===== config.mk =====
export PLATFORM = sky130hd
export DESIGN_NAME = current_adc_threshold_accumulator
export DESIGN_NICKNAME = d
export VERILOG_FILES = /design/src/shared/adc_acc_pkg.sv /design/src/design/threshold_compare.sv /design/src/design/current_adc_threshold_accumulator.sv
export SDC_FILE = /design/constraint.sdc
export NUM_CORES = 1
export LEC_CHECK = 0
export ABC_AREA = 1
export BUFFER_PORTS_ARGS = -buffer_cell sky130_fd_sc_hd__buf_2
export CAP_MARGIN = 20
export CORE_MARGIN = 2
export CORE_UTILIZATION = 40
export CTS_CLUSTER_SIZE = 10
export DETAILED_ROUTE_END_ITERATION = 12
export GPL_ROUTABILITY_DRIVEN = 0
export PLACE_DENSITY_LB_ADDON = 0.25
export SYNTH_ARGS = -nofsm -noshare
export SYNTH_HDL_FRONTEND = slang
export SYNTH_SLANG_ARGS = --single-unit

===== constraint.sdc =====
create_clock -name clk -period 5.9 [get_ports clk]
set_input_delay 0.885 -clock clk [delete_from_list [all_inputs] [get_ports clk]]
set_output_delay 0.885 -clock clk [all_outputs]
set_load 0.02 [all_outputs]

===== src/shared/adc_acc_pkg.sv =====
// Notes on behaviour
// - threshold count limit: 8-bit read/write, resets to one, sets hits needed for flag.
// - threshold flag sets the moment the count equals the programmed limit.
// - 8-bit read-only count, reset zero, increments when magnitude reaches threshold with comparator set to CMP_DEC or CMP_CLEAR.
// - below-threshold result decrements or clears the count, per comparator setting.
// - magnitude compared each result; two-bit comparator field; flag when above threshold unless the field is CMP_OFF.
// - read-only 32-bit accumulator of current results, reset to zero.
// - accumulator clears when disabled or the current channel is reconfigured.
// - two-bit field enables accumulator and picks add or subtract.
// - one mode bit selects precision or low-power reference.
// - two-bit mode field picks normal, low power or low power plus, independent of core.
// - normal mode: 512 kHz modulator clock, all channels on, default 1 kHz rate.
// - low power: current channel only, 131 kHz oscillator, gain fixed at 128; single conversions run as in normal mode instead.
// - low power plus: as low power but gain fixed at 512; single conversions run as in normal mode instead.
// - counter, comparator and accumulator work in every power mode.
// - single-conversion command converts once then returns to full power-down.
// - threshold uses 16 bits for unipolar results, low 15 bits for twos complement.
`default_nettype none
package adc_acc_pkg;

  // register byte addresses
  localparam logic [31:0] MAGNITUDE_THRESHOLD_ADDR     = 32'hFFFF0550;
  localparam logic [31:0] THRESHOLD_COUNT_LIMIT_ADDR   = 32'hFFFF0554;
  localparam logic [31:0] THRESHOLD_COUNT_VALUE_ADDR   = 32'hFFFF0558;
  localparam logic [31:0] CURRENT_ACCUMULATOR_ADDR     = 32'hFFFF055C;
  localparam logic [31:0] LOW_POWER_REF_SCALE_ADDR     = 32'hFFFF057C;
  localparam logic [31:0] CONVERTER_CONFIG_ADDR        = 32'hFFFF0580;
  localparam logic [31:0] CONVERTER_MODE_ADDR          = 32'hFFFF0584;
  localparam logic [31:0] CURRENT_CHANNEL_CONTROL_ADDR = 32'hFFFF0588;
  localparam logic [31:0] CONVERTER_STATUS_ADDR        = 32'hFFFF058C;
  localparam logic [31:0] FILTER_CONFIG_ADDR           = 32'hFFFF0590;

  // values after reset
  localparam logic [15:0] MAGNITUDE_THRESHOLD_RST      = 16'h0000;
  localparam logic [7:0]  THRESHOLD_COUNT_LIMIT_RST    = 8'h01;
  localparam logic [7:0]  THRESHOLD_COUNT_VALUE_RST    = 8'h00;
  localparam logic [31:0] CURRENT_ACCUMULATOR_RST      = 32'h00000000;
  localparam logic [15:0] LOW_POWER_REF_SCALE_RST      = 16'h8000; // part trimmed; unity here
  localparam logic [7:0]  CONVERTER_CONFIG_RST         = 8'h00;
  localparam logic [7:0]  CONVERTER_MODE_RST           = 8'h00;
  localparam logic [15:0] CURRENT_CHANNEL_CONTROL_RST  = 16'h0000;
  localparam logic [15:0] FILTER_CONFIG_RST            = 16'h0007; // 1 kHz update rate

  // field positions
  localparam int CFG_CMP_LSB     = 3;
  localparam int CFG_ACC_EN_BIT  = 5;
  localparam int CFG_ACC_SUB_BIT = 6;
  localparam int MDE_OP_LSB      = 0;
  localparam int MDE_PWR_LSB     = 3;
  localparam int MDE_REF_BIT     = 5;
  localparam int STA_READY_BIT   = 0;
  localparam int STA_CMP_BIT     = 3;
  localparam int STA_COUNT_BIT   = 4;

  // clock and gain figures per power mode
  localparam int MOD_CLK_NORMAL_KHZ = 512;
  localparam int LP_OSC_KHZ         = 131;
  localparam int GAIN_LOW_POWER     = 128;
  localparam int GAIN_LOW_POWER_PLUS = 512;

  // bus answers
  localparam logic [1:0] RESP_OKAY   = 2'h0;
  localparam logic [1:0] RESP_SLVERR = 2'h2;

  typedef enum logic [1:0] {
    CMP_OFF   = 2'b00,
    CMP_FLAG  = 2'b01,
    CMP_DEC   = 2'b10,
    CMP_CLEAR = 2'b11
  } cmp_mode_t;

  typedef enum logic [1:0] {
    PWR_NORMAL  = 2'b00,
    PWR_LOW     = 2'b01,
    PWR_LOWPLUS = 2'b10,
    PWR_RSVD    = 2'b11
  } power_mode_t;

  typedef enum logic [2:0] {
    OP_POWER_DOWN = 3'b000,
    OP_CONTINUOUS = 3'b001,
    OP_SINGLE     = 3'b010,
    OP_IDLE       = 3'b011,
    OP_CAL_A      = 3'b100,
    OP_CAL_B      = 3'b101,
    OP_CAL_C      = 3'b110,
    OP_CAL_D      = 3'b111
  } op_mode_t;

endpackage
`default_nettype wire


===== src/design/threshold_compare.sv =====
`timescale 1ns/10ps
`default_nettype none
module threshold_compare (
  // result and its format
  input  wire logic [15:0] result,
  input  wire logic        unipolar,
  // programmed threshold
  input  wire logic [15:0] threshold,
  // comparisons against the magnitude
  output logic             at_or_above,
  output logic             above
);

  logic [15:0] magnitude;
  logic [15:0] limit;

  // sign-free magnitude; -32768 maps to 0x8000, still within 16 bits
  always_comb begin
    if (unipolar) begin
      magnitude = result;
      limit     = threshold;
    end else begin
      magnitude = result[15] ? (~result + 16'h0001) : result;
      limit     = {1'b0, threshold[14:0]};
    end
    at_or_above = (magnitude >= limit);
    above       = (magnitude > limit);
  end

endmodule
`default_nettype wire


===== src/design/current_adc_threshold_accumulator.sv =====
// The implementer's own choice: the AXI4-Lite register port.
`timescale 1ns/10ps
`default_nettype none
module current_adc_threshold_accumulator (
  // clock and reset
  input  wire logic        clk,
  input  wire logic        rst,
  // axi4-lite write address
  input  wire logic [31:0] awaddr,
  input  wire logic        awvalid,
  output logic             awready,
  // axi4-lite write data
  input  wire logic [31:0] wdata,
  input  wire logic [3:0]  wstrb,
  input  wire logic        wvalid,
  output logic             wready,
  // axi4-lite write response
  output logic [1:0]       bresp,
  output logic             bvalid,
  input  wire logic        bready,
  // axi4-lite read address
  input  wire logic [31:0] araddr,
  input  wire logic        arvalid,
  output logic             arready,
  // axi4-lite read data
  output logic [31:0]      rdata,
  output logic [1:0]       rresp,
  output logic             rvalid,
  input  wire logic        rready,
  // results from the decimation filter
  input  wire logic [15:0] result_data,
  input  wire logic        result_unipolar,
  input  wire logic        result_valid,
  // converter control toward the analog side
  output logic             modulator_on,
  output logic             modulator_clk_lp,
  output logic             current_channel_run,
  output logic             vt_channel_run,
  output logic             gain_fixed_en,
  output logic             gain_fixed_512,
  output logic             lp_reference_sel,
  output logic [15:0]      current_channel_ctrl,
  output logic [15:0]      filter_config,
  // event flags
  output logic             compare_flag,
  output logic             count_flag
);
  import adc_acc_pkg::*;

  typedef struct packed {
    // bus side
    logic        awready;
    logic        wready;
    logic        bvalid;
    logic [1:0]  bresp;
    logic        arready;
    logic        rvalid;
    logic [1:0]  rresp;
    logic [31:0] rdata;
    logic        aw_have;
    logic [31:0] aw_addr;
    logic        w_have;
    logic [31:0] w_data;
    logic [3:0]  w_strb;
    // registers
    logic [15:0] threshold;
    logic [7:0]  count_limit;
    logic [7:0]  count_value;
    logic [31:0] accumulator;
    logic [15:0] ref_scale;
    logic [7:0]  config_reg;
    logic [1:0]  power;
    logic        ref_lp;
    op_mode_t    op;
    logic [15:0] chan_ctrl;
    logic [15:0] filter_cfg;
    logic        ready_flag;
    logic        cmp_flag;
    logic        cnt_flag;
    // registered control outputs
    logic        mod_on;
    logic        mod_clk_lp;
    logic        cur_run;
    logic        vt_run;
    logic        gain_en;
    logic        gain_512;
  } state_t;

  state_t      s_q;
  state_t      s_d;
  logic        at_or_above;
  logic        above;
  logic [31:0] wr_val;
  logic [31:0] rd_val;
  logic        rd_err;
  logic        reconfig;
  logic        converting;
  logic [7:0]  next_count;
  logic [31:0] result_ext;
  logic [2:0]  op_bits;

  threshold_compare u_compare (
    .result      (result_data),
    .unipolar    (result_unipolar),
    .threshold   (s_q.threshold),
    .at_or_above (at_or_above),
    .above       (above)
  );

  // byte-lane merge so partial writes keep untouched lanes
  function automatic logic [31:0] merge_bytes(input logic [31:0] old_val,
                                              input logic [31:0] new_val,
                                              input logic [3:0]  strb);
    logic [31:0] res;
    res = old_val;
    for (int i = 0; i < 4; i++) begin
      if (strb[i]) begin
        res[8*i +: 8] = new_val[8*i +: 8];
      end
    end
    return res;
  endfunction

  // read mux; unmapped addresses answer slverr with zero data
  always_comb begin
    rd_val = 32'h00000000;
    rd_err = 1'b0;
    case (araddr)
      MAGNITUDE_THRESHOLD_ADDR:     rd_val = {16'h0000, s_q.threshold};
      THRESHOLD_COUNT_LIMIT_ADDR:   rd_val = {24'h000000, s_q.count_limit};
      THRESHOLD_COUNT_VALUE_ADDR:   rd_val = {24'h000000, s_q.count_value};
      CURRENT_ACCUMULATOR_ADDR:     rd_val = s_q.accumulator;
      LOW_POWER_REF_SCALE_ADDR:     rd_val = {16'h0000, s_q.ref_scale};
      CONVERTER_CONFIG_ADDR:        rd_val = {24'h000000, s_q.config_reg};
      CONVERTER_MODE_ADDR:          rd_val = {26'h0000000, s_q.ref_lp, s_q.power, s_q.op};
      CURRENT_CHANNEL_CONTROL_ADDR: rd_val = {16'h0000, s_q.chan_ctrl};
      FILTER_CONFIG_ADDR:           rd_val = {16'h0000, s_q.filter_cfg};
      CONVERTER_STATUS_ADDR: begin
        rd_val[STA_READY_BIT] = s_q.ready_flag;
        rd_val[STA_CMP_BIT]   = s_q.cmp_flag;
        rd_val[STA_COUNT_BIT] = s_q.cnt_flag;
      end
      default:                      rd_err = 1'b1;
    endcase
  end

  // next state of the whole block
  always_comb begin
    s_d        = s_q;
    reconfig   = 1'b0;
    next_count = s_q.count_value;
    op_bits    = 3'h0;
    wr_val     = merge_bytes(32'h00000000, s_q.w_data, s_q.w_strb);
    result_ext = result_unipolar ? {16'h0000, result_data} : {{16{result_data[15]}}, result_data};

    // capture address and data independently, either may come first
    if (awvalid && s_q.awready) begin
      s_d.aw_have = 1'b1;
      s_d.aw_addr = awaddr;
    end
    if (wvalid && s_q.wready) begin
      s_d.w_have = 1'b1;
      s_d.w_data = wdata;
      s_d.w_strb = wstrb;
    end
    if (s_q.bvalid && bready) begin
      s_d.bvalid = 1'b0;
    end

    // perform the write once both halves are held
    if (s_q.aw_have && s_q.w_have && !s_q.bvalid) begin
      s_d.aw_have = 1'b0;
      s_d.w_have  = 1'b0;
      s_d.bvalid  = 1'b1;
      s_d.bresp   = RESP_OKAY;
      case (s_q.aw_addr)
        MAGNITUDE_THRESHOLD_ADDR: begin
          s_d.threshold = 16'(merge_bytes({16'h0000, s_q.threshold}, s_q.w_data, s_q.w_strb));
        end
        THRESHOLD_COUNT_LIMIT_ADDR: begin
          s_d.count_limit = 8'(merge_bytes({24'h000000, s_q.count_limit}, s_q.w_data, s_q.w_strb));
        end
        LOW_POWER_REF_SCALE_ADDR: begin
          s_d.ref_scale = 16'(merge_bytes({16'h0000, s_q.ref_scale}, s_q.w_data, s_q.w_strb));
        end
        CONVERTER_CONFIG_ADDR: begin
          s_d.config_reg = 8'(merge_bytes({24'h000000, s_q.config_reg}, s_q.w_data, s_q.w_strb));
        end
        CONVERTER_MODE_ADDR: begin
          if (s_q.w_strb[0]) begin
            op_bits    = s_q.w_data[MDE_OP_LSB +: 3];
            s_d.op     = op_mode_t'(op_bits);
            s_d.power  = s_q.w_data[MDE_PWR_LSB +: 2];
            s_d.ref_lp = s_q.w_data[MDE_REF_BIT];
            reconfig   = 1'b1;
          end
        end
        CURRENT_CHANNEL_CONTROL_ADDR: begin
          s_d.chan_ctrl = 16'(merge_bytes({16'h0000, s_q.chan_ctrl}, s_q.w_data, s_q.w_strb));
          reconfig      = 1'b1;
        end
        FILTER_CONFIG_ADDR: begin
          s_d.filter_cfg = 16'(merge_bytes({16'h0000, s_q.filter_cfg}, s_q.w_data, s_q.w_strb));
        end
        CONVERTER_STATUS_ADDR: begin
          // write one to clear; a same-cycle event sets it again below
          if (wr_val[STA_READY_BIT]) s_d.ready_flag = 1'b0;
          if (wr_val[STA_CMP_BIT])   s_d.cmp_flag   = 1'b0;
          if (wr_val[STA_COUNT_BIT]) s_d.cnt_flag   = 1'b0;
        end
        THRESHOLD_COUNT_VALUE_ADDR, CURRENT_ACCUMULATOR_ADDR: begin
          s_d.bresp = RESP_OKAY; // read-only, write dropped
        end
        default: s_d.bresp = RESP_SLVERR;
      endcase
    end

    // read path: one outstanding read, answered the cycle after the address
    if (s_q.rvalid && rready) begin
      s_d.rvalid = 1'b0;
    end
    if (arvalid && s_q.arready) begin
      s_d.rvalid = 1'b1;
      s_d.rdata  = rd_val;
      s_d.rresp  = rd_err ? RESP_SLVERR : RESP_OKAY;
    end

    // reconfiguring the channel restarts counter and accumulator
    if (reconfig) begin
      s_d.accumulator = CURRENT_ACCUMULATOR_RST;
      s_d.count_value = THRESHOLD_COUNT_VALUE_RST;
    end

    // results are only taken while a conversion mode is active
    converting = (s_q.op == OP_CONTINUOUS) || (s_q.op == OP_SINGLE);
    // power mode does not gate the post-processing at all
    if (result_valid && converting && !reconfig) begin
      s_d.ready_flag = 1'b1;
      if ((cmp_mode_t'(s_q.config_reg[CFG_CMP_LSB +: 2]) != CMP_OFF) && above) begin
        s_d.cmp_flag = 1'b1;
      end
      unique case (cmp_mode_t'(s_q.config_reg[CFG_CMP_LSB +: 2]))
        CMP_OFF, CMP_FLAG: next_count = s_q.count_value;
        CMP_DEC: begin
          if (at_or_above) begin
            next_count = (s_q.count_value == 8'hFF) ? 8'hFF : s_q.count_value + 8'h01;
          end else if (s_q.count_value != 8'h00) begin
            next_count = s_q.count_value - 8'h01;
          end else begin
            next_count = 8'h00;
          end
        end
        CMP_CLEAR: begin
          if (at_or_above) begin
            next_count = (s_q.count_value == 8'hFF) ? 8'hFF : s_q.count_value + 8'h01;
          end else begin
            next_count = 8'h00;
          end
        end
      endcase
      s_d.count_value = next_count;
      if ((next_count != s_q.count_value) && (next_count == s_q.count_limit)) begin
        s_d.cnt_flag = 1'b1;
      end
      if (s_q.config_reg[CFG_ACC_EN_BIT]) begin
        // add or subtract each new result
        s_d.accumulator = s_q.config_reg[CFG_ACC_SUB_BIT] ? s_q.accumulator - result_ext
                                                           : s_q.accumulator + result_ext;
      end
      if (s_q.op == OP_SINGLE) begin
        s_d.op = OP_POWER_DOWN;
      end
    end

    // disabled accumulator is held at zero
    if (!s_d.config_reg[CFG_ACC_EN_BIT]) begin
      s_d.accumulator = CURRENT_ACCUMULATOR_RST;
    end

    // analog control; single conversions always run at full power
    s_d.mod_on = (s_d.op != OP_POWER_DOWN);
    unique case (power_mode_t'(s_d.power))
      PWR_NORMAL: begin
        s_d.mod_clk_lp = 1'b0;
        s_d.gain_en    = 1'b0;
        s_d.gain_512   = 1'b0;
      end
      PWR_LOW, PWR_RSVD: begin
        s_d.mod_clk_lp = 1'b1;
        s_d.gain_en    = 1'b1;
        s_d.gain_512   = 1'b0;
      end
      PWR_LOWPLUS: begin
        s_d.mod_clk_lp = 1'b1;
        s_d.gain_en    = 1'b1;
        s_d.gain_512   = 1'b1;
      end
    endcase
    if (s_d.op == OP_SINGLE) begin
      s_d.mod_clk_lp = 1'b0;
      s_d.gain_en    = 1'b0;
      s_d.gain_512   = 1'b0;
    end
    s_d.cur_run = (s_d.op == OP_CONTINUOUS) || (s_d.op == OP_SINGLE);
    // voltage and temperature channels only run on the full-rate clock
    s_d.vt_run  = s_d.cur_run && !s_d.mod_clk_lp;

    // readies follow the holding state so outputs stay registered
    s_d.awready = !s_d.aw_have && !s_d.bvalid;
    s_d.wready  = !s_d.w_have && !s_d.bvalid;
    s_d.arready = !s_d.rvalid;
  end

  // single state register
  always_ff @(posedge clk) begin
    if (rst) begin
      s_q             <= '0;
      s_q.bresp       <= RESP_OKAY;
      s_q.rresp       <= RESP_OKAY;
      s_q.threshold   <= MAGNITUDE_THRESHOLD_RST;
      s_q.count_limit <= THRESHOLD_COUNT_LIMIT_RST;
      s_q.count_value <= THRESHOLD_COUNT_VALUE_RST;
      s_q.accumulator <= CURRENT_ACCUMULATOR_RST;
      s_q.ref_scale   <= LOW_POWER_REF_SCALE_RST;
      s_q.config_reg  <= CONVERTER_CONFIG_RST;
      s_q.power       <= CONVERTER_MODE_RST[MDE_PWR_LSB +: 2];
      s_q.ref_lp      <= CONVERTER_MODE_RST[MDE_REF_BIT];
      s_q.op          <= OP_POWER_DOWN;
      s_q.chan_ctrl   <= CURRENT_CHANNEL_CONTROL_RST;
      s_q.filter_cfg  <= FILTER_CONFIG_RST;
    end else begin
      s_q <= s_d;
    end
  end

  // bus outputs
  assign awready = s_q.awready;
  assign wready  = s_q.wready;
  assign bvalid  = s_q.bvalid;
  assign bresp   = s_q.bresp;
  assign arready = s_q.arready;
  assign rvalid  = s_q.rvalid;
  assign rdata   = s_q.rdata;
  assign rresp   = s_q.rresp;

  // converter control and flags
  assign modulator_on         = s_q.mod_on;
  assign modulator_clk_lp     = s_q.mod_clk_lp;
  assign current_channel_run  = s_q.cur_run;
  assign vt_channel_run       = s_q.vt_run;
  assign gain_fixed_en        = s_q.gain_en;
  assign gain_fixed_512       = s_q.gain_512;
  assign lp_reference_sel     = s_q.ref_lp;
  assign current_channel_ctrl = s_q.chan_ctrl;
  assign filter_config        = s_q.filter_cfg;
  assign compare_flag         = s_q.cmp_flag;
  assign count_flag           = s_q.cnt_flag;

endmodule
`default_nettype wire


# --- Yosys cells after proc, flatten, opt, wreduce, memory -nomap -nowiden ---
# Index checks and enable logic that the tools add are counted.
op_classes:
  n_addsub: 5
  order_cmp: 2
  eq_ne: 33
  n_mux: 55
  bitwise: 2
  reduce_logical: 51
op_table:
  columns: ["operator", "n"]
  rows:
  - ["$eq A32 B32 Y1 const B", 20]
  - ["$pmux W27 S9", 1]
  - ["$mux W32", 3]
  - ["$mux W16", 5]
  - ["$mux W40", 2]
  - ["$mux W8", 9]
  - ["$mux W47", 1]
  - ["$mux W37", 1]
  - ["$reduce_and A3 Y1", 12]
  - ["$mux W35", 1]
  - ["$mux W33", 1]
  - ["$add A32 B32 Y32", 1]
  - ["$sub A32 B32 Y32", 1]
  - ["$mux W6", 4]
  - ["$pmux W8 S3", 1]
  - ["$pmux W2 S10", 1]
  - ["$reduce_or A10 Y1", 2]
  - ["$pmux W2 S9", 1]
  - ["$add A16 B1 Y16 const B", 1]
  - ["$ge A16 B16 Y1", 1]
  - ["$gt A16 B16 Y1", 1]
  - ["$not A16 Y16", 1]
  - ["$mux W3", 5]
  - ["$logic_and A1 B1 Y1", 14]
  - ["24 further kinds", 58]
word_totals:
  regBits: 246
  in_bits: 125
  output_inout_bits: 82
  elab_cells: 186

# --- Depth between registers and ports, before layout ---
# Gate-level depths: netlist of run 1.
logic_depth:
  depth_word: 12
  ltp_mapped: 27

# --- Modules after synthesis ---
# A second synthesis of run 1 with hierarchy kept.
hier_totals:
  hier_cells: 2177
  hier_area_um2: 14159.8
modules_own_cells:
  columns: ["mod", "n_inst", "cells_each", "area_per_inst_um2", "seq_area_each_um2"]
  rows:
  - ["current_adc_threshold_accumulator", 1, 2022, 13290.2, 4524.3]
  - ["threshold_compare", 1, 155, 869.6, 0.0]

# --- Least setup slack after synthesis of run 1 ---
# No wires, ideal clock.
synth_timing:
  kind: "input port to flip-flop"
  start: "in result_data[1]"
  end: "reg s_q, in the netlist count_flag"
  arrival_ns: 3.999
  t_required_ns: 5.830
  slack_ns: 1.831
  stages: 24
  n_path_buf: 0
  cell_sequence: "inv_1 ha_1 nand2_1 nor2_1 inv_1 nor3_2 nand3b_1 nor3_1 nor3b_2 xor2_1 a21oi_1 ha_1 nand4_1 inv_1 nand4_1 nand3_1 nand2_1 nand2_1 a21oi_1 nor2_1 nand2_1 nor2_1 nand3_1 a21oi_1"
synth_between:
  elab_chain_len: 12
  elab_cells_between_ends: 14
  cone_classes: "add/sub (1); order compare (1); eq/ne (2); mux (8); bitwise (1); reduce/logical (1)"
synth_lines:
  columns: ["element", "line_no", "source"]
  rows:
  - ["start: declaration", "current_adc_threshold_accumulator.sv:31", "input wire logic [15:0] result_data,"]
  - ["$not A16 Y16", "threshold_compare.sv:23", "magnitude = result[15] ? (~result + 16'h0001) : result;"]
  - ["$add A16 B1 Y16", "threshold_compare.sv:23", null]
  - ["$mux W16", "threshold_compare.sv:23", null]
  - ["$mux W16 *", "threshold_compare.sv:19", "if (unipolar) begin"]
  - ["$ge A16 B16 Y1 *", "threshold_compare.sv:26", "at_or_above = (magnitude >= limit);"]
  - ["$mux W8 (on tied branches)", "current_adc_threshold_accumulator.sv:254, current_adc_threshold_accumulator.sv:245", null]
  - ["$pmux W8 S3 *", "current_adc_threshold_accumulator.sv:242", "unique case (cmp_mode_t'(s_q.config_reg[CFG_CMP_LSB +: 2]))"]
  - ["$mux W8 *", "current_adc_threshold_accumulator.sv:237", "if (result_valid && converting && !reconfig) begin"]
  - ["$ne A8 B8 Y1 or $eq A8 B8 Y1 (tied branches)", "current_adc_threshold_accumulator.sv:262", "if ((next_count != s_q.count_value) && (next_count == s_q.count_limit)) begin"]
  - ["$logic_and A1 B1 Y1 *", "current_adc_threshold_accumulator.sv:262", null]
  - ["$mux W1 *", "current_adc_threshold_accumulator.sv:262", null]
  - ["$mux W3 *", "current_adc_threshold_accumulator.sv:237", null]
  - ["end: declaration", "current_adc_threshold_accumulator.sv:89", "state_t s_q;"]
# Every way passes the cells marked *; elsewhere a longest branch is shown, timed or not. The select of a mux whose other input is x is not followed.
# A chain may end at the register's enable or synchronous reset.

# --- Worst setup path in the final report of run 1 ---
layout_timing:
  start: "in result_data[0]"
  end: "reg s_q, in the netlist count_flag"
# Same word-level chain as after synthesis.

==> metrics.md, run 1 <==
| Metric | Value |
|---|---|
| Synth area leader | dfxtp_1 |
| Final ANT Viol Nets | 0 |
| Slew of the pin with the lowest slew margin | 0.881 ns |
| Initial antenna violation count | 1 |
| Worst-path clk slew | 0.06 ns |
| NumNets Final | 2,233 |
| MaxCap Viol Count | 0 |
| Ant diodes | 0 |
| WP data arrival | 4.85 ns |
| Final Instance Count excl. Fillers | 2,510 |
| P&R area growth vs syn | 11.6% |
| Worst Reg-to-Reg Cells | 15 |
| Drt wl/cell | 16.0 um |
| Seq pwr share | 46.5% |
| Clock power share | 45.1% |
| FF-to-FF End | s_q[96] |
| Cts-stage hold buffer count | 0 |
| CTS Buf Count | 27 |
| R2r startpoint | s_q[53] |
| Clock buffer depth | 3 |
| Mean Syn Cell Area | 6.81 um2 |
| Clock Root Buffer | clkbuf_16 |
| Status | complete, no violations |
| Critical path data required time | 6.30 ns |
| Endpoints failing hold | 0 |
| Gr ovfl total | 0 |
| Worst-Skew Late Latency | 0.55 ns |
| Layout fillers | 3,549 |
| Post-Syn Area | 13,400 um2 |
| Netlist cell types | 57 |
| # DRC | 0 |
| H-tree depth | 1 |
| Drt first pass iters | 5 |
| Part of the cycle the worst path needs | 75.4% |
| Die width | 187 um |
| Register area share after synthesis | 33.8% |
| Final setup fails | 0 |
| Normalized max-slew margin | 41.0% |
| Yosys warning total | 0 |
| CP endpoint kind | register |
| Largest net degree at the start of global routing | 72 |
| Fmax | 225 MHz |
| Worst vdd ir | 0.217 mV |
| Combinational Power Share | 8.4% |
| Half-perimeter wire length after placement | 30.4 mm |
| # clock sinks | 226 |
| LEAKAGE | 6.39 nW |
| P_int | 2.56 mW |
| Fin crit period | 4.45 ns |
| Worst hold endpoint | awready |
| Synthesized instance count | 1,968 |
| Total negative slack | 0 ns |
| Post-CTS setup buffer count | 0 |
| Vias in the first global route | 12,500 |
| Pins Over Slew Limit | 0 |
| First-pass GRT wire length | 64.7 mm |
| Critical path startpoint category | primary input |
| Layout cells sized above 1 | 13.6% |
| CTS tree | built |
| PwrDens | 228 nW/um2 |
| Post-synth EDFFs | 0 |
| Crit Path Class | in2reg |
| Async SR Flop Fraction | 0% |
| Vias | 13,200 |
| Yosys reg bits | 226 |
| CP max FO | 9 |
| Num ports | 207 |
| Worst hold start | s_q[204] |
| Initial cell density of the core | 40.2% |
| Core area | 33,300 um2 |
| Net Sw Frac | 24.9% |
| Die H | 187 um |
| Die area | 35,000 um2 |
| Top-area cell type share of the netlist area | 33.8% |
| Clock Skew | 0.0101 ns |
| Prevailing post-synth register cell | dfxtp_1 |
| Final Routed Wirelength | 40.1 mm |
| Post_cts resized | 0 |
| RSZ-0062 raised after global routing | false |
| Hold WC Path Type | reg2reg |
| Net Switching | 846 uW |
| Placed Cells | 2,471 |
| Hold Crit Depth | 1 |
| FP Rows | 67 |
| R2R setup slack | 2.16 ns |
| Vias per cell | 5.27 |
| Number of buffers added on ports | 186 |
| DR iter-0 viols | 893 |
| Total GRT Usage | 22.5% |
| Synth area leaders | dfxtp_1 34%, nand2_1 10%, a21oi_1 8.8% |
[sequential cells by signal, indices dropped and copies added (netlist names), 16 cells and up]
signal and flops:
filter_config 16, current_channel_ctrl 16, s_q 146, rdata 32
[cell usage in the layout (no fill, tap or decap), types with 10 or more instances in the layout]
master and instances:
clkbuf_16 27, nor3_1 25, xor2_1 16, o211ai_1 14, o22ai_1 10, inv_1 197
nand2_1 365, a21oi_1 235, nand4_1 35, nand3_1 117, a31oi_1 11, ha_1 52
o21ai_0 214, buf_4 12, dfxtp_1 226, buf_2 186, nor2_1 186
[final cells by class]
| cell class | count | area (um2) | area share [%] |
|---|---|---|---|
| multi-input combinational | 1390 | 7230 | 48.3 |
| sequential | 226 | 4520 | 30.3 |
| timing repair buffer | 201 | 1060 | 7.11 |
| inverter | 209 | 795 | 5.31 |
| clock buffer | 34 | 732 | 4.89 |
| tap | 448 | 561 | 3.75 |
| clock inverter | 2 | 50.0 | 0.335 |
[stage by stage]
stage | instance area [um2] | power (mW) | utilization (%) | hold WS (ns) | worst slack, ns
5_1_grt | 15000 | 3.54 | 44.9 | 0.461 | 1.05
2_1_floorplan | 13400 | 1.79 | - | 0.399 | 1.83
3_5_place_dp | 14100 | 1.90 | 42.5 | 0.422 | 0.925
4_1_cts | 14900 | 3.44 | 44.8 | 0.429 | 1.49
6_report | 15000 | 3.40 | 44.9 | 0.430 | 1.45
3_3_place_gp | 14100 | 1.89 | 42.4 | 0.415 | 0.967
[synth_stat cells, drive strengths merged, types with 2 or more instances]
master	n
nor2	197
nor3	34
a21o	9
a211oi	10
a21oi	235
ha	52
o221ai	2
nand4	35
a31oi	11
nand3b	2
xnor2	8
nor4	9
clkbuf	53
clkinv	2
o21ai	222
o31ai	9
dfxtp	226
o22ai	10
o21bai	4
inv	207
a21boi	4
nand2	369
nand3	120
xor2	16
o2111ai	3
nor3b	2
o21a	2
o211ai	15
buf	91
[how the worst max path moves through the flow]
stage,startpoint,to,slack (ns),depth (start not counted)
2_1_floorplan,result_data[1],count_flag,1.83,24
3_3_place_gp,result_data[0],count_flag,0.97,27
6_report,result_data[0],count_flag,1.45,25
4_1_cts,result_data[0],count_flag,1.49,25
5_1_grt,result_data[0],count_flag,1.05,27
3_5_place_dp,result_data[0],count_flag,0.92,27
[power groups by stage]
| stage | Combinational, mW | Clock, mW | Sequential, mW |
|---|---|---|---|
| 2_1_floorplan | 0.185 | 0 | 1.61 |
| 3_3_place_gp | 0.279 | 0 | 1.61 |
| 3_5_place_dp | 0.285 | 0 | 1.61 |
| 4_1_cts | 0.286 | 1.57 | 1.58 |
| 5_1_grt | 0.327 | 1.63 | 1.58 |
| 6_report | 0.286 | 1.54 | 1.58 |
[worst max-delay path, cell delays in order]
cell	delay (ns)
buf_2	0.15
inv_1	0.09
ha_1	0.18
nand2_1	0.06
nor2_1	0.14
inv_1	0.10
nor3_2	0.18
nand3b_1	0.15
nor3_1	0.23
nor3b_2	0.28
xor2_1	0.22
a21oi_1	0.10
ha_1	0.30
nand4_1	0.16
nor3_1	0.06
nand2_1	0.35
nand3_1	0.34
o21ai_1	0.22
nand3_1	0.16
nand3_1	0.12
nand3_1	0.07
nor2_1	0.09
nand2_1	0.06
nand3_1	0.09
a21oi_1	0.06
[kinds of logic (layout without fill, tap and decap cells)]
logic type,Yosys count,count (layout),synth area share [%]
compound gates,541,541,21.9
xor+xnor,24,24,1.57
fa+ha+maj,53,53,5.01
buf+inv,353,446,12.3
flops,226,226,33.8
other cells,1,2,0.0280
simple gates,770,770,25.4
[layer usage]
metal | vias up | GRT usage (%) | routed length (um)
li1 | 6710 | - | -
met4 | 2 | 7.42 | 1240
met3 | 77 | 3.25 | 2460
met1 | 5996 | 30.8 | 18700
met5 | - | 0 | 10
met2 | 431 | 36.3 | 17700
(Power assumes the default switching activity.)
==> inputs of run 2 (changes only) <==
Clock period 5.9 ns to 3.8 ns, I/O delays scaled along.
==> metrics.md, run 2 (same netlist as run 1, synthesis figures left out) <==
| Metric | Value |
|---|---|
| RSZ-0062 raised after global routing | true |
| Half-perimeter wire length after placement | 31.7 mm |
| Final Routed Wirelength | 41.7 mm |
| Placed Cells | 2,571 |
| Most common cell after layout, fill and taps aside | nand2_1 |
| CTS Buf Count | 27 |
| Drt wl/cell | 15.9 um |
| # clock sinks | 226 |
| FP Rows | 67 |
| Ant diodes | 0 |
| Num ports | 207 |
| Final ANT Viol Nets | 0 |
| Largest net degree at the start of global routing | 71 |
| DR iter-0 viols | 897 |
| Die area | 35,000 um2 |
| Biggest register | s_q |
| Normalized max-slew margin | 31.4% |
| WP data arrival | 4.18 ns |
| Die width | 187 um |
| Vias in the first global route | 12,800 |
| Total power | 5.28 mW |
| NumNets Final | 2,338 |
| FF-to-FF End | s_q[102] |
| P_int | 3.95 mW |
| R2r startpoint | s_q[53] |
| H-tree depth | 1 |
| PnR worst setup slack | 0.104 ns |
| CTS tree | built |
| CP max FO | 8 |
| Fmax | 271 MHz |
| Layout cells sized above 1 | 19.5% |
| Total GRT Usage | 23.1% |
| Initial antenna violation count | 0 |
| Combinational Power Share | 9.7% |
| Core area | 33,300 um2 |
| Worst Setup EP | count_flag |
| Worst-Skew Late Latency | 0.56 ns |
| Critical path startpoint category | primary input |
| Final setup fails | 0 |
| Seq pwr share | 46.4% |
| Net Sw Frac | 25.2% |
| # DRC | 0 |
| Crit Path Class | in2reg |
| Hold WC Path Type | in2reg |
| CP endpoint kind | register |
| Pins Over Slew Limit | 0 |
| LEAKAGE | 6.91 nW |
| Most frequent cells in the layout | 355 x nand2_1, 230 x a21oi_1, 226 x dfxtp_1 |
| Worst Reg-to-Reg Cells | 15 |
| Critical path data required time | 4.28 ns |
| Gr ovfl total | 0 |
| Clock Skew | 0.0186 ns |
| Cell area after layout | 15,900 um2 |
| Critical path origin | result_data[0] |
| Initial cell density of the core | 40.2% |
| Slew of the pin with the lowest slew margin | 1.02 ns |
| First-pass GRT wire length | 66.5 mm |
| Status | complete, no violations |
| PwrDens | 332 nW/um2 |
| Layout fillers | 3,381 |
| Vias | 13,700 |
| Clock buffer depth | 3 |
| Endpoints failing hold | 0 |
| Dpl cell area | 14,900 um2 |
| Clock Root Buffer | clkbuf_16 |
| Worst vdd ir | 0.368 mV |
| Number of buffers added on ports | 186 |
| Fin util | 47.8% |
| Cts-stage hold buffer count | 0 |
| FF/Latch Area | 4520 um2 |
| Drt first pass iters | 5 |
| P&R area growth vs syn | 18.9% |
| Area of the multi-input gates | 7400 um2 |
| Final Instance Count excl. Fillers | 2,616 |
| Vias per cell | 5.23 |
| Fin crit period | 3.70 ns |
| R2R setup slack | 0.60 ns |
| MaxCap Viol Count | 0 |
| Max reg flops | 146 |
| Worst-path clk slew | 0.06 ns |
| Clock power share | 43.9% |
| Dpl ws | -0.513 ns |
| Part of the cycle the worst path needs | 97.3% |
| Net Switching | 1.33 mW |
| Die H | 187 um |
[run 2: cell type report]
class | count | area share (%)
tap | 448 | 3.52
clock buffer | 35 | 4.62
sequential | 226 | 28.4
clock inverter | 2 | 0.157
multi-input combinational | 1390 | 46.5
timing repair buffer | 306 | 11.8
inverter | 209 | 5.04
[run 2: how the worst min path moves through the flow]
stage	start	end	slack, ns	cells past startpoint
2_1_floorplan	s_q[204]	awready	0.40	1
3_3_place_gp	s_q[204]	awready	0.42	1
3_5_place_dp	s_q[204]	awready	0.44	1
4_1_cts	awaddr[24]	s_q[196]	0.26	3
5_1_grt	awaddr[20]	s_q[192]	0.29	3
6_report	awaddr[24]	s_q[196]	0.28	3
[run 2: critical path, stage by stage]
cell and delay (ns):
buf_6 0.10, inv_4 0.06, ha_4 0.12, nand2_1 0.04, nor2_1 0.12, inv_1 0.09
nor3_2 0.21, nand3b_1 0.14, nor3_2 0.22, nor3b_4 0.25, xor2_1 0.22, a21oi_1 0.10
ha_1 0.30, nand4_1 0.14, nor3_1 0.17, nand2_1 0.17, buf_4 0.22, nand4_1 0.15
nand3_2 0.13, nand2_1 0.12, nand2_1 0.05, nand2_1 0.05, nand2_1 0.06, nor2_2 0.10
nand3_2 0.09, a21oi_2 0.14
[run 2: what timing repair did]
action	in CTS	in global routing
resized for setup	0	54
setup buffers	0	9
endpoints found under the hold margin	0	0
setup endpoints to repair	0	19
[run 2: per-stage QoR]
stage          setup TNS (ns)  hold slack, ns
4_1_cts                     0           0.260
2_1_floorplan               0           0.399
6_report                    0           0.279
5_1_grt                -0.260           0.293
3_5_place_dp            -5.84           0.441
3_3_place_gp            -4.19           0.417
[run 2: routing by layer]
| layer | wire, um | global-route usage [%] | part of all wire, % |
|---|---|---|---|
| met1 | 19100 | 31.8 | 46 |
| met2 | 18600 | 37.2 | 45 |
| met3 | 2600 | 3.36 | 6.2 |
| met4 | 1320 | 7.48 | 3.2 |
| met5 | 0 | 0 | 0 |
[run 2: power groups by stage]
stage	Sequential (mW)	Combinational [mW]	Clock (mW)
final	2.45	0.513	2.32
after global routing	2.46	0.575	2.47
after CTS	2.45	0.492	2.37
after detailed placement	2.50	0.490	0
after global placement	2.50	0.481	0
after floorplan	2.50	0.288	0
==> inputs of run 3 (changes only) <==
--- a/config.mk
+++ b/config.mk
@@ -7,3 +7,2 @@
 export LEC_CHECK = 0
-export ABC_AREA = 1
 export BUFFER_PORTS_ARGS = -buffer_cell sky130_fd_sc_hd__buf_2
==> constraint.sdc (replaced) <==
create_clock -name clk -period 3.8 [get_ports clk]
set_input_delay 0.76 -clock clk [delete_from_list [all_inputs] [get_ports clk]]
set_output_delay 0.76 -clock clk [all_outputs]
set_load 0.02 [all_outputs]
==> metrics.md, run 3 <==
| Metric | Value |
|---|---|
| Most frequent cells after synthesis | 256 x nand2_1, 226 x dfxtp_1, 176 x nor2_1 |
| First-pass GRT wire length | 64.8 mm |
| Slew of the pin with the lowest slew margin | 1.05 ns |
| Part of the cycle the worst path needs | 108% |
| CP peak stage delay | 0.52 ns |
| H-tree depth | 1 |
| FP Rows | 66 |
| Die width | 184 um |
| DR iter-0 viols | 1,183 |
| Initial antenna violation count | 0 |
| Fin util | 51.6% |
| Gr ovfl total | 0 |
| CTS tree | built |
| # DRC | 0 |
| Core area | 32,300 um2 |
| Ant diodes | 0 |
| Normalized max-slew margin | 30.3% |
| Synth area leader | dfxtp_1 |
| Post-Syn Area | 13,000 um2 |
| Mean Syn Cell Area | 7.82 um2 |
| Layout cells sized above 1 | 27.6% |
| Final Instance Count excl. Fillers | 2,370 |
| CP most frequent cell | buf_4 |
| Total negative slack | -0.514 ns |
| Async SR Flop Fraction | 0% |
| Prevailing post-synth register cell | dfxtp_1 |
| Critical path startpoint category | primary input |
| Vias in the first global route | 12,300 |
| Number of buffers added on ports | 186 |
| Count leader, synth | nand2_1 |
| Pins Over Slew Limit | 0 |
| NumNets Final | 2,097 |
| Final setup fails | 5 |
| Status | finished with violations |
| Netlist cell types | 79 |
| Yosys warning total | 0 |
| PwrDens | 336 nW/um2 |
| LEAKAGE | 6.85 nW |
| Placed Cells | 2,300 |
| Final Routed Wirelength | 42.4 mm |
| Net Switching | 1.36 mW |
| Post-synth EDFFs | 0 |
| Fmax | 244 MHz |
| Drt first pass iters | 8 |
| CP endpoint kind | register |
| Most frequent cells in the layout | 253 x nand2_1, 226 x dfxtp_1, 188 x buf_4 |
| Total GRT Usage | 24.1% |
| RSZ-0062 raised after global routing | true |
| Failing checks | setup timing |
| MaxCap Viol Count | 0 |
| Worst vdd ir | 0.288 mV |
| Most common cell after layout, fill and taps aside | nand2_1 |
| Total power | 5.60 mW |
| Top-area cell type share of the netlist area | 34.8% |
| Worst-Skew Late Latency | 0.53 ns |
| Fin crit period | 4.10 ns |
| Critical path data required time | 4.26 ns |
| Clock buffer depth | 3 |
| Vias per cell | 5.44 |
| Max reg flops | 146 |
| Initial cell density of the core | 40.3% |
| Half-perimeter wire length after placement | 31.4 mm |
| Register area share after synthesis | 34.8% |
| Worst-path clk slew | 0.06 ns |
| Die area | 34,000 um2 |
| Net Sw Frac | 24.3% |
| P&R area growth vs syn | 28.2% |
| Num ports | 207 |
| Clock power share | 44.4% |
| PnR worst setup slack | -0.301 ns |
| Synthesized instance count | 1,662 |
| CTS Buf Count | 28 |
| P_int | 4.24 mW |
| Drt wl/cell | 17.9 um |
| Synth area leaders | dfxtp_1 35%, nand2_1 7.4%, mux2i_1 6.8% |
| Crit-path cells | buf_4, nor3_4, nand2_2, nor4_4, nor3b_4, nor3b_4, ha_4, inv_2, o21ai_2, ha_4, nand4_4, buf_4, nor2_2, o2111ai_2, and3_4, nand2_8, buf_6, nor4_4, buf_4, or4_4, a21oi_2, o2111ai_2, o21ai_1 |
| Combinational Power Share | 11.7% |
| Die H | 184 um |
| Yosys reg bits | 226 |
| Biggest register | s_q |
| Seq pwr share | 43.9% |
| Vias | 12,900 |
| Largest net degree at the start of global routing | 105 |
| Endpoints failing hold | 0 |
| Crit Path Class | in2reg |
| Final ANT Viol Nets | 0 |
| # clock sinks | 226 |
| CP max FO | 5 |
| WP data arrival | 4.56 ns |
| Critical Path Slowest Stage Cell | or4_4 |
| Hold WC Path Type | reg2reg |
| Clock Skew | 0.0135 ns |
| Clock Root Buffer | clkbuf_16 |
run 3: changes by cell type in the layout (fill, tap and decap cells not counted), sizes merged, moves of 13 or more:
cell | before | now
inv | 208 | 41
nand3 | 120 | 53
o21ai | 222 | 56
nand4 | 35 | 18
a21oi | 235 | 170
a222oi | 0 | 14
a22oi | 1 | 20
xnor2 | 8 | 33
buf | 306 | 388
nor2b | 0 | 15
nand2 | 369 | 257
a211oi | 10 | 23
nor2 | 197 | 179
mux2i | 0 | 88
run 3: power by group through the flow:
stage	combinational, mW	clock, mW	sequential [mW]
floorplan	0.346	0	2.49
global route	0.716	2.63	2.46
global placement	0.551	0	2.50
finish	0.655	2.49	2.46
detailed placement	0.561	0	2.51
CTS	0.585	2.53	2.45
run 3: routing by layer:
layer	vias up	part of all wire [%]	wire, um	track usage (%)
met3	124	6.6	2790	3.73
met1	6018	42	17700	30.0
li1	6257	-	-	-
met5	-	0	0	0
met2	505	46	19400	40.6
met4	0	6.0	2520	11.8
run 3: path summary, 6_finish.rpt:
check	startpoint	end	slack (ns)	cells past startpoint
max	result_data[6]	count_flag	-0.30	23
min	s_q[61]	s_q[61]	0.45	2
max reg2reg	s_q[53]	s_q[102]	0.42	14
min reg2reg	s_q[61]	s_q[61]	0.45	2
run 3: layout make-up:
cell class | count | area [um2]
Clock buffer | 35 | 768
Clock inverter | 4 | 72.6
Fill cell | 3088 | 15600
Inverter | 41 | 156
Multi-Input combinational cell | 1233 | 8020
Sequential cell | 226 | 4520
Tap cell | 442 | 553
Timing Repair Buffer | 389 | 2570
run 3: what timing repair did:
action,in CTS,in global routing
cloned,0,1
endpoints found under the setup margin,10,24
endpoints found under the hold margin,0,0
hold buffers,0,0
pin swaps,31,49
resized for setup,29,83
setup buffers,9,21
run 3: critical path: cells and delay by family:
| family | cells | cell delay, ns |
|---|---|---|
| AND/OR/NAND/NOR | 11 | 2.06 |
| AO/OA/AOI/OAI | 5 | 0.79 |
| buffers and inverters | 5 | 0.59 |
| adder cells (fa/ha/maj) | 2 | 0.33 |
run 3: logic make-up after synthesis:
logic type	count (synthesis)	synth area share [%]
other cells	1	0.0289
compound gates	373	17.9
xor+xnor	57	3.84
mux	90	6.95
flops	226	34.8
fa+ha+maj	53	5.16
buf+inv	204	8.09
simple gates	658	23.3
run 3: metrics by stage:
stage | worst slack, ns | hold slack (ns) | instance area (um2)
2_1_floorplan | -0.425 | 0.426 | 13100
3_3_place_gp | -0.813 | 0.439 | 15000
3_5_place_dp | -0.915 | 0.445 | 15000
4_1_cts | -0.163 | 0.451 | 16100
5_1_grt | -0.482 | 0.461 | 16700
6_report | -0.301 | 0.452 | 16700
